<file path="src/fifo_ctl_pkg.sv">
// Package: widths, depths, defaults and carriers for the FIFO port control.
// Assumes one system clock; every port pin is sampled into it by the top.
package fifo_ctl_pkg;

  // ----------------------------------------------------------------------
  // Sizes
  // ----------------------------------------------------------------------
  localparam int DATA_W   = 36;           // Widest port
  localparam int DEPTH    = 8;            // Words of storage
  localparam int PTR_W    = 3;            // Index into storage
  localparam int LVL_W    = 4;            // Stored word count, 0..DEPTH
  localparam int TOT_W    = 5;            // Count plus output word
  localparam int OFS_W    = 4;            // Threshold offset width
  localparam int HALF_W   = 18;           // Half port width
  localparam int NINE_W   = 9;            // Byte plus parity width

  // ----------------------------------------------------------------------
  // Reset values and default offsets
  // ----------------------------------------------------------------------
  localparam logic [DATA_W-1:0] OUT_RESET = 36'h0_0000_0000;
  localparam logic [LVL_W-1:0]  DEPTH_LVL = 4'h8;
  localparam logic [LVL_W-1:0]  HALF_LVL  = 4'h4;
  // Index is {access select, select 1, select 0} caught in full reset
  localparam logic [7:0][OFS_W-1:0] DEFAULT_OFS = {
    4'h7, 4'h6, 4'h5, 4'h4, 4'h3, 4'h2, 4'h1, 4'h0
  };

  // ----------------------------------------------------------------------
  // Carriers
  // ----------------------------------------------------------------------
  typedef struct packed {
    logic              full_reset_n;
    logic              partial_reset_n;
    logic              wclk;
    logic              wen_n;
    logic [DATA_W-1:0] wdata;
    logic              rclk;
    logic              ren_n;
    logic              retransmit_n;
    logic              offset_access_n;
    logic              serial_load_enable_n;
    logic              fall_through_or_serial_in;
    logic              oe_n;
    logic [1:0]        fsel;
    logic              flag_timing_select;
    logic              retransmit_timing_select;
    logic              bus_matching_sel;
    logic              write_port_width_sel;
    logic              read_port_width_sel;
    logic              big_endian_n;
    logic              parity_sel;
    logic              sync_read_sel;
    logic              sync_write_sel;
  } pins_t;

  typedef struct packed {
    logic fall_through_mode;     // 1: fall-through, 0: standard timing
    logic serial_prog;           // 1: serial offset loading
    logic sync_flags;            // 1: almost flags follow the port clocks
    logic normal_rt;             // 1: normal-latency retransmit
    logic bus_matching_sel;
    logic write_port_width_sel;
    logic read_port_width_sel;
    logic big_endian_n;
    logic parity_sel;
    logic async_read;
    logic async_write;
  } cfg_t;

  localparam cfg_t CFG_RESET = '{default: 1'b0};

endpackage

</file>
<file path="src/word_fifo.sv">
// Storage of the buffer: a flop array with valid/ready on both sides.
// Assumes the caller never rewinds after the write pointer has wrapped.
`timescale 1ns/1ps
module word_fifo #(
  parameter int W  = 36,
  parameter int D  = 8,
  parameter int AW = 3
) (
  input  wire logic         clk,        // System clock
  input  wire logic         rst_n,      // Synchronous reset, active low
  input  wire logic         clear,      // Zero both pointers
  input  wire logic         rewind,     // Read pointer back to zero
  input  wire logic         in_valid,   // Word offered
  output logic              in_ready,   // Space for a word
  input  wire logic [W-1:0] in_data,    // Word to store
  output logic              out_valid,  // Word available
  input  wire logic         out_ready,  // Word taken
  output logic [W-1:0]      out_data,   // Head word
  output logic [AW:0]       level       // Stored words
);
  logic [W-1:0] mem [D];
  logic [AW:0]  wr_ptr;
  logic [AW:0]  rd_ptr;

  // ------------------------------------------------------------------
  // Status
  // ------------------------------------------------------------------
  assign level     = wr_ptr - rd_ptr;
  assign in_ready  = level != (AW+1)'(D);
  assign out_valid = level != '0;
  assign out_data  = mem[rd_ptr[AW-1:0]];

  // Pointers; the extra top bit tells full from empty
  always_ff @(posedge clk) begin
    if (!rst_n || clear) begin
      wr_ptr <= '0;
      rd_ptr <= '0;
    end else begin
      if (in_valid && in_ready) wr_ptr <= wr_ptr + 1'b1;
      if (rewind) rd_ptr <= '0;
      else if (out_valid && out_ready) rd_ptr <= rd_ptr + 1'b1;
    end
  end

  // Storage has no reset; stale words are never marked valid
  always_ff @(posedge clk) begin
    if (in_valid && in_ready) mem[wr_ptr[AW-1:0]] <= in_data;
  end
endmodule

</file>
<file path="src/fifo_port_ctl.sv">
// Port control of a FIFO with independent write and read ports.
// Assumes all port pins are asynchronous to mclk and slower than mclk / 4.
`timescale 1ns/1ps

// Functional notes
// - Full reset zeroes both pointers and the output data register.
// - While full reset is held, all static configuration pins are latched.
// - Partial reset zeroes pointers and output register, keeps mode and offsets.
// - Partial reset never changes timing mode, programming method or offsets.
// - Almost-empty low while count below empty offset, high otherwise.
// - Almost-full high while free space exceeds full offset, low otherwise.
// - Flag timing select low means asynchronous almost flags, high synchronous.
// - Retransmit select low means zero latency, high normal latency.
// - Retransmit rewinds read pointer, shows empty, leaves all else untouched.
// - Synchronous read edge with enable reads one word or an offset.
// - Offset access low makes reads return the offset registers.
// - Asynchronous read takes a word per strobe edge; reader ties enable low.
// - Synchronous write edge with enable stores the input word.
// - Asynchronous write stores per strobe edge; writer holds enable active.
// - Write enable also gates parallel loads of the offset registers.
// - Serial offset shifting happens only while serial load enable is active.
// - Output enable inactive floats the data outputs, active drives them.
// - Narrow read widths zero the upper output bits; selects pick width.
// - Shared pin picks fall-through in full reset if the read port is clocked, later carries serial data.
// - Status pin shows empty in standard mode, output ready in fall-through.
module fifo_port_ctl (
  input  wire logic                            mclk,                      // System clock, 50 MHz
  input  wire logic                            rst_n,                     // Synchronous reset, active low
  input  wire logic                            full_reset_n,              // Full reset pin
  input  wire logic                            partial_reset_n,           // Partial reset pin
  input  wire logic                            wclk,                      // Write clock or strobe pin
  input  wire logic                            write_enable_n,            // Write enable pin
  input  wire logic [fifo_ctl_pkg::DATA_W-1:0] write_data_in,             // Write data pins
  input  wire logic                            rclk,                      // Read clock or strobe pin
  input  wire logic                            read_enable_n,             // Read enable pin
  input  wire logic                            retransmit_n,              // Retransmit pin
  input  wire logic                            offset_access_n,           // Offset access pin
  input  wire logic                            serial_load_enable_n,      // Serial load enable pin
  input  wire logic                            fall_through_or_serial_in, // Mode or serial data pin
  input  wire logic                            output_enable_n,           // Output enable pin
  input  wire logic [1:0]                      flag_offset_sel,           // Default offset select pins
  input  wire logic                            flag_timing_select,        // Flag timing pin
  input  wire logic                            retransmit_timing_select,  // Retransmit latency pin
  input  wire logic                            bus_matching_sel,          // Bus matching pin
  input  wire logic                            write_port_width_sel,      // Write width pin
  input  wire logic                            read_port_width_sel,       // Read width pin
  input  wire logic                            big_endian_n,              // Byte order pin
  input  wire logic                            parity_sel,                // Parity placement pin
  input  wire logic                            sync_read_sel,             // High: clocked read port
  input  wire logic                            sync_write_sel,            // High: clocked write port
  output logic [fifo_ctl_pkg::DATA_W-1:0]      read_data_out,             // Read data pins
  output logic                                 read_data_oe,              // High while pins are driven
  output logic                                 empty_or_output_ready,     // Empty flag or output ready
  output logic                                 full_or_input_ready,       // Full flag or input ready
  output logic                                 half_full_n,               // Low when over half full
  output logic                                 almost_empty_flag,         // Almost-empty flag
  output logic                                 almost_full_flag           // Almost-full flag
);
  localparam int PW = $bits(fifo_ctl_pkg::pins_t);

  // ----------------------------------------------------------------------
  // Pin sampling
  // ----------------------------------------------------------------------
  fifo_ctl_pkg::pins_t pin_raw;
  fifo_ctl_pkg::pins_t pin;
  logic [PW-1:0]       sync1;
  logic [PW-1:0]       sync2;
  logic [PW-1:0]       sync3;
  logic [PW-1:0]       filt;
  logic [PW-1:0]       agree;

  assign pin_raw.full_reset_n              = full_reset_n;
  assign pin_raw.partial_reset_n           = partial_reset_n;
  assign pin_raw.wclk                      = wclk;
  assign pin_raw.wen_n                     = write_enable_n;
  assign pin_raw.wdata                     = write_data_in;
  assign pin_raw.rclk                      = rclk;
  assign pin_raw.ren_n                     = read_enable_n;
  assign pin_raw.retransmit_n              = retransmit_n;
  assign pin_raw.offset_access_n           = offset_access_n;
  assign pin_raw.serial_load_enable_n      = serial_load_enable_n;
  assign pin_raw.fall_through_or_serial_in = fall_through_or_serial_in;
  assign pin_raw.oe_n                      = output_enable_n;
  assign pin_raw.fsel                      = flag_offset_sel;
  assign pin_raw.flag_timing_select        = flag_timing_select;
  assign pin_raw.retransmit_timing_select  = retransmit_timing_select;
  assign pin_raw.bus_matching_sel          = bus_matching_sel;
  assign pin_raw.write_port_width_sel      = write_port_width_sel;
  assign pin_raw.read_port_width_sel       = read_port_width_sel;
  assign pin_raw.big_endian_n              = big_endian_n;
  assign pin_raw.parity_sel                = parity_sel;
  assign pin_raw.sync_read_sel             = sync_read_sel;
  assign pin_raw.sync_write_sel            = sync_write_sel;

  // A bit moves on only when stages two and three agree
  assign agree = ~(sync2 ^ sync3);
  assign pin   = fifo_ctl_pkg::pins_t'(filt);

  // Three-stage sampler; data rides with its clock so they stay aligned
  always_ff @(posedge mclk) begin
    if (!rst_n) begin
      sync1 <= '0;
      sync2 <= '0;
      sync3 <= '0;
      filt  <= '0;
    end else begin
      sync1 <= pin_raw;
      sync2 <= sync1;
      sync3 <= sync2;
      filt  <= (agree & sync3) | (~agree & filt);
    end
  end

  // ----------------------------------------------------------------------
  // Port clock edges and commands
  // ----------------------------------------------------------------------
  fifo_ctl_pkg::cfg_t cfg;
  logic wclk_d;
  logic rclk_d;
  logic w_edge;
  logic r_edge;
  logic in_full_reset;
  logic in_part_reset;
  logic any_reset;
  logic wr_go;
  logic rd_go;
  logic rt_go;
  logic ofs_sel;
  logic ofs_wr;
  logic ofs_rd;
  logic mem_wr;
  logic ser_shift;

  always_ff @(posedge mclk) begin
    if (!rst_n) begin
      wclk_d <= 1'b0;
      rclk_d <= 1'b0;
    end else begin
      wclk_d <= pin.wclk;
      rclk_d <= pin.rclk;
    end
  end

  assign w_edge        = pin.wclk & ~wclk_d;
  assign r_edge        = pin.rclk & ~rclk_d;
  assign in_full_reset = ~pin.full_reset_n;
  assign in_part_reset = ~pin.partial_reset_n;
  assign any_reset     = in_full_reset | in_part_reset;
  assign ofs_sel       = ~pin.offset_access_n;
  assign wr_go = w_edge & ~any_reset & (cfg.async_write | ~pin.wen_n);
  assign rd_go = r_edge & ~any_reset & (cfg.async_read | ~pin.ren_n);
  assign rt_go = r_edge & ~any_reset & ~pin.retransmit_n;
  assign ofs_wr = wr_go & ofs_sel & ~cfg.serial_prog;
  assign ofs_rd = rd_go & ofs_sel & ~rt_go;
  assign mem_wr = wr_go & ~ofs_sel;
  assign ser_shift = w_edge & ~any_reset & ~pin.serial_load_enable_n & cfg.serial_prog;

  // ----------------------------------------------------------------------
  // Configuration latch
  // ----------------------------------------------------------------------
  fifo_ctl_pkg::cfg_t next_cfg;

  assign next_cfg = '{
    fall_through_mode:    pin.fall_through_or_serial_in & pin.sync_read_sel,
    serial_prog:          pin.offset_access_n,
    sync_flags:           pin.flag_timing_select,
    normal_rt:            pin.retransmit_timing_select,
    bus_matching_sel:     pin.bus_matching_sel,
    write_port_width_sel: pin.write_port_width_sel,
    read_port_width_sel:  pin.read_port_width_sel,
    big_endian_n:         pin.big_endian_n,
    parity_sel:           pin.parity_sel,
    async_read:           ~pin.sync_read_sel,
    async_write:          ~pin.sync_write_sel
  };

  // pins read only during full reset
  always_ff @(posedge mclk) begin
    if (!rst_n) cfg <= fifo_ctl_pkg::CFG_RESET;
    else if (in_full_reset) cfg <= next_cfg;
  end

  // ----------------------------------------------------------------------
  // Threshold offsets
  // ----------------------------------------------------------------------
  logic [fifo_ctl_pkg::OFS_W-1:0] empty_ofs;
  logic [fifo_ctl_pkg::OFS_W-1:0] full_ofs;
  logic                           ofs_wr_sel;   // 0: empty offset next
  logic                           ofs_rd_sel;
  logic [2:0]                     dflt_idx;

  assign dflt_idx = {pin.offset_access_n, pin.fsel};

  // Parallel loads alternate empty then full; serial shifts both as one word
  always_ff @(posedge mclk) begin
    if (!rst_n) begin
      empty_ofs  <= fifo_ctl_pkg::DEFAULT_OFS[0];
      full_ofs   <= fifo_ctl_pkg::DEFAULT_OFS[0];
      ofs_wr_sel <= 1'b0;
    end else if (in_full_reset) begin
      empty_ofs  <= fifo_ctl_pkg::DEFAULT_OFS[dflt_idx];
      full_ofs   <= fifo_ctl_pkg::DEFAULT_OFS[dflt_idx];
      ofs_wr_sel <= 1'b0;
    end else if (in_part_reset) begin
      ofs_wr_sel <= 1'b0;
    end else if (ser_shift) begin
      {full_ofs, empty_ofs} <= {full_ofs[fifo_ctl_pkg::OFS_W-2:0], empty_ofs,
                                pin.fall_through_or_serial_in};
    end else if (ofs_wr) begin
      if (ofs_wr_sel) full_ofs <= pin.wdata[fifo_ctl_pkg::OFS_W-1:0];
      else empty_ofs <= pin.wdata[fifo_ctl_pkg::OFS_W-1:0];
      ofs_wr_sel <= ~ofs_wr_sel;
    end
  end

  // ----------------------------------------------------------------------
  // Storage
  // ----------------------------------------------------------------------
  logic                             fifo_in_ready;
  logic                             fifo_out_valid;
  logic                             pop;
  logic [fifo_ctl_pkg::DATA_W-1:0]  fifo_out_data;
  logic [fifo_ctl_pkg::DATA_W-1:0]  wdata_masked;
  logic [fifo_ctl_pkg::LVL_W-1:0]   level;
  logic                             out_valid;
  logic                             rt_hold;
  logic                             word_read;
  logic                             prefetch;

  // Unused lanes of a narrow write port are stored as zero
  assign wdata_masked = !cfg.bus_matching_sel ? pin.wdata :
                        cfg.write_port_width_sel ?
                        fifo_ctl_pkg::DATA_W'(pin.wdata[fifo_ctl_pkg::NINE_W-1:0]) :
                        fifo_ctl_pkg::DATA_W'(pin.wdata[fifo_ctl_pkg::HALF_W-1:0]);

  word_fifo #(
    .W  (fifo_ctl_pkg::DATA_W),
    .D  (fifo_ctl_pkg::DEPTH),
    .AW (fifo_ctl_pkg::PTR_W)
  ) u_store (
    .clk       (mclk),
    .rst_n     (rst_n),
    .clear     (any_reset),
    .rewind    (rt_go),
    .in_valid  (mem_wr),
    .in_ready  (fifo_in_ready),
    .in_data   (wdata_masked),
    .out_valid (fifo_out_valid),
    .out_ready (pop),
    .out_data  (fifo_out_data),
    .level     (level)
  );

  // Fall-through fetches on its own; standard waits for a read edge
  assign word_read = rd_go & ~ofs_sel & ~rt_go;
  assign prefetch  = cfg.fall_through_mode & ~out_valid & ~rt_hold & ~rt_go & ~any_reset;
  assign pop       = fifo_out_valid & (word_read | prefetch);

  // ----------------------------------------------------------------------
  // Output register
  // ----------------------------------------------------------------------
  logic [fifo_ctl_pkg::DATA_W-1:0] next_out;
  logic [fifo_ctl_pkg::DATA_W-1:0] ofs_word;

  assign ofs_word = fifo_ctl_pkg::DATA_W'(ofs_rd_sel ? full_ofs : empty_ofs);
  assign next_out = !cfg.bus_matching_sel ? fifo_out_data :
                    cfg.read_port_width_sel ?
                    fifo_ctl_pkg::DATA_W'(fifo_out_data[fifo_ctl_pkg::NINE_W-1:0]) :
                    fifo_ctl_pkg::DATA_W'(fifo_out_data[fifo_ctl_pkg::HALF_W-1:0]);

  // normal latency waits a read edge
  always_ff @(posedge mclk) begin
    if (!rst_n || any_reset) begin
      read_data_out <= fifo_ctl_pkg::OUT_RESET;
      out_valid     <= 1'b0;
      rt_hold       <= 1'b0;
      ofs_rd_sel    <= 1'b0;
    end else if (rt_go) begin
      out_valid <= 1'b0;
      rt_hold   <= cfg.normal_rt;
    end else begin
      if (r_edge) rt_hold <= 1'b0;
      if (ofs_rd) begin
        read_data_out <= ofs_word;
        ofs_rd_sel    <= ~ofs_rd_sel;
      end else if (pop) begin
        read_data_out <= next_out;
        out_valid     <= 1'b1;
      end else if (word_read) begin
        out_valid <= 1'b0;
      end
    end
  end

  assign read_data_oe = ~pin.oe_n;

  // ----------------------------------------------------------------------
  // Flags
  // ----------------------------------------------------------------------
  logic [fifo_ctl_pkg::TOT_W-1:0] total;
  logic [fifo_ctl_pkg::LVL_W-1:0] free_cnt;
  logic                           next_ae;
  logic                           next_af;
  logic                           ae_upd;
  logic                           af_upd;

  // The word held at the outputs in fall-through still counts as stored
  assign total    = fifo_ctl_pkg::TOT_W'(level) +
                    fifo_ctl_pkg::TOT_W'(cfg.fall_through_mode & out_valid);
  assign free_cnt = fifo_ctl_pkg::DEPTH_LVL - level;
  assign next_ae  = total >= fifo_ctl_pkg::TOT_W'(empty_ofs);
  assign next_af  = free_cnt > fifo_ctl_pkg::LVL_W'(full_ofs);
  // synchronous flags follow the port clocks
  assign ae_upd   = ~cfg.sync_flags | r_edge | any_reset;
  assign af_upd   = ~cfg.sync_flags | w_edge | any_reset;

  always_ff @(posedge mclk) begin
    if (!rst_n) begin
      empty_or_output_ready <= 1'b0;
      full_or_input_ready   <= 1'b1;
      half_full_n           <= 1'b1;
      almost_empty_flag     <= 1'b0;
      almost_full_flag      <= 1'b1;
    end else begin
      empty_or_output_ready <= cfg.fall_through_mode ? ~out_valid : fifo_out_valid & ~rt_go;
      full_or_input_ready   <= cfg.fall_through_mode ? ~fifo_in_ready : fifo_in_ready;
      half_full_n           <= level <= fifo_ctl_pkg::HALF_LVL;
      if (ae_upd) almost_empty_flag <= next_ae;
      if (af_upd) almost_full_flag <= next_af;
    end
  end

endmodule

</file>
<file path="config.mk">
export PLATFORM = sky130hd
export DESIGN_NAME = fifo_port_ctl
export DESIGN_NICKNAME = d
export VERILOG_FILES = /design/src/fifo_ctl_pkg.sv /design/src/word_fifo.sv /design/src/fifo_port_ctl.sv
export SDC_FILE = /design/constraint.sdc
export NUM_CORES = 1
export LEC_CHECK = 0
export ABC_AREA = 1
export BUFFER_PORTS_ARGS = -buffer_cell sky130_fd_sc_hd__buf_2
export CAP_MARGIN = 20
export CELL_PAD_IN_SITES_DETAIL_PLACEMENT = 0
export CELL_PAD_IN_SITES_GLOBAL_PLACEMENT = 1
export CORE_MARGIN = 2
export CORE_UTILIZATION = 35
export DETAILED_ROUTE_END_ITERATION = 10
export PLACE_DENSITY_LB_ADDON = 0.25
export SYNTH_ARGS = -nofsm -noshare
export SYNTH_HDL_FRONTEND = slang
export SYNTH_SLANG_ARGS = --single-unit
export TNS_END_PERCENT = 50
</file>
<file path="constraint.sdc">
create_clock -name mclk -period 9.31 [get_ports mclk]
set_input_delay 0.931 -clock mclk [delete_from_list [all_inputs] [get_ports mclk]]
set_output_delay 0.931 -clock mclk [all_outputs]
set_load 0.01 [all_outputs]
</file>
==> results.yml <==
clocking:
  cts_setup_buffers: 0
  cts_root_buffer: "clkbuf_16"
  numCtsBuffers: 66
  cts_tree: "done"
  cts_resized: 0
  cts.sinks: 587
  clk_transition_reported_paths_ns: 0.06
  htreeDepth: 3
  clock_latency_ns: 0.59
  clock_path_buffers: 3
  cts_hold_buffers: 0
timing:
  timing.hold.ws_ns: 0.4018
  setup_ws_ns: 5.675
  fin_crit_ns: 3.635
  period_share_pct: 39.04
  fmax_ghz: 0.2751
  rsz0062_at_grt: "false"
  tightestPinTransition_ns: 0.9954
  drv_slew: 0
  maxSlewHeadroom_pct: 33.64
  skew_ns: 0.01854
  tns_ns: 0
  hold_viol_final: 0
  finalSetupViolCount: 0
critical_path:
  worst-setup-path-type: "flip-flop to flip-flop"
  endpoint_kind: "flip-flop"
  slowest_stage: "buf_4"
  r2r-end: "u_store.mem[4][16]"
  worstPathRequired_ns: 9.52
  reg2reg_setup_slack_ns: 5.68
  crit_fanout: 32
  path_cells: "inv_1, ha_1, inv_1, fa_1, inv_1, ha_1, inv_1, nor2_1, nand2_1, nand2_1, inv_1, nand2_1, nor3_2, buf_4"
  startpoint_type: "flip-flop"
  crit_top_cell: "inv_1"
  cp.arrival_ns: 3.84
  max_stage_delay_ns: 0.59
  r2r-start: "u_store.wr_ptr[0]"
  rr_worst_depth: 14
place:
  placed_area_um2: 23300
  place_worst_setup_slack_ns: 5.657
  hpwl_um: 29300
  globalplace.congestion: 0.7275
  dp.cells: 3138
  numPortBuffers: 99
finish:
  final_nets: 2446
  area_growth_pct: 15.35
  fin_util_pct: 40.94
  final_common_cell: "nand2_1"
  num_antenna_cells: 0
  drive_above_1_share_pct: 10.42
  stdcell_count: 3256
  layout_common_cells: "nand2_1, nor2_1, dfxtp_1"
  design_area_um2: 25360
grt:
  grt_pass1_vias: 14188
  grt_use_met3_pct: 2.807
  overflow: 0
  grt_pass1_wl_um: 78830
  use_met2_pct: 25.17
  met1_usage_pct: 21.82
  busiest_layer: "met2"
  grt_use_total_pct: 15.72
  grt_max_degree: 136
  antenna_found_initial: 0
synthesis:
  synthCells: 2284
  synth_cell_types: 35
  yosysTopAreaCell: "edfxtp_1"
  netlist.area_leader.share_pct: 39.34
  synth-seq-cells: 587
  synth-seq-area-share_pct: 66.56
  ys_top_cells_by_area: "edfxtp_1, dfxtp_1, nand2_1"
  syn_area_per_cell_um2: 9.626
  syn_nets: 2361
  netlist_area_um2: 21990
  yosysWarnings: 0
routing:
  drtIter0Drc: 756
  drtAntennaViolNets: 0
  wl_um: 50170
  vias_per_cell: 4.555
  drc_errors: 0
  num_vias: 14830
  routedWlPerCell_um: 15.41
  drtPass1Iterations: 7
die:
  dieArea_um2: 64840
  num_io_pins: 102
  core_area_um2: 61940
  chipWidth_um: 254.6
  initial_core_util_pct: 35.50
  die_h_um: 254.6
  rows: 91
hold_path:
  hold_depth: 2
  min-delay-start: "sync1[42]"
  min_path_type: "flip-flop to flip-flop"
  hold-path-endpoint: "sync2[42]"
power_and_ir_drop:
  p_total_mw: 5.244
  leakagePower_nw: 10.52
  power-per-cell-area_nw_per_um2: 206.8
  ir_drop_mv: 0.1272
job:
  maxCapViolations: 0
outcome:
  status: "finished, final reports clean"
[worst max-delay path by stage]
stage	startpoint	slack, ns	end
6_report	u_store.wr_ptr[0]	5.68	u_store.mem[4][16]
3_5_place_dp	u_store.wr_ptr[0]	5.66	u_store.mem[4][10]
2_1_floorplan	u_store.wr_ptr[0]	4.48	u_store.mem[4][0]
4_1_cts	u_store.wr_ptr[0]	5.64	u_store.mem[4][16]
3_3_place_gp	u_store.rd_ptr[0]	5.72	u_store.mem[4][10]
5_1_grt	u_store.wr_ptr[0]	5.40	u_store.mem[4][11]
[critical path: cells and delay by family (launching register included)]
kind | cells | cell delay, ns
flip-flops | 1 | 0.34
buffers and inverters | 6 | 1.00
AND/OR/NAND/NOR | 5 | 0.99
adder cells (fa/ha/maj) | 3 | 0.90
[layout make-up]
class	instances	area, µm²
clock buffers	94	1849
clock inverters	24	214.0
fillers	6088	36580
inverters	296	1111
multi-input cells	1297	5833
flip-flops and latches	587	14640
well taps	837	1047
repair buffers	121	666.9
[power breakdown]
| group | switching, mW | leakage [nW] | internal, mW |
|---|---|---|---|
| logic | 0.0372 | 4.91 | 0.0231 |
| clock network | 1.01 | 1.01 | 1.45 |
| registers | 0.0130 | 4.60 | 2.72 |
[per-layer routing]
layer  wire length [µm]  up-vias  part of all wire [%]
met4                741        0                   1.5
met3               2367       61                   4.7
li1                   -     7512                     -
met5                  0        -                     0
met1              24700     6972                    49
met2              22360      285                    45
[Yosys cell counts]
cell type,count
a211oi_1,1
a21boi_0,1
a21oi_1,77
a21oi_2,1
a31oi_1,2
buf_1,8
buf_2,28
buf_4,2
buf_6,3
clkbuf_1,63
clkinv_1,2
dfxtp_1,299
edfxtp_1,288
fa_1,1
ha_1,16
inv_1,278
inv_2,16
maj3_1,1
nand2_1,417
nand2_2,3
nand2_4,1
nand3_1,109
nand3_2,1
nand3b_1,20
nand4_1,2
nor2_1,390
nor2_2,1
nor2_4,1
nor3_1,9
nor3_2,1
o211ai_1,15
o21ai_0,217
o21bai_1,2
xnor2_1,1
xor2_1,7
[kinds of logic (layout without fill, tap and decap cells)]
family / after synthesis / after routing / synth area share (%)
flip-flops: 587 / 587 / 66.56
adder cells (fa/ha/maj): 18 / 18 / 1.047
AO/OA/AOI/OAI: 316 / 316 / 7.438
buffers and inverters: 400 / 535 / 7.125
AND/OR/NAND/NOR: 955 / 955 / 17.51
XOR/XNOR: 8 / 8 / 0.3187
Note: power is estimated with default switching activity, not from simulation.
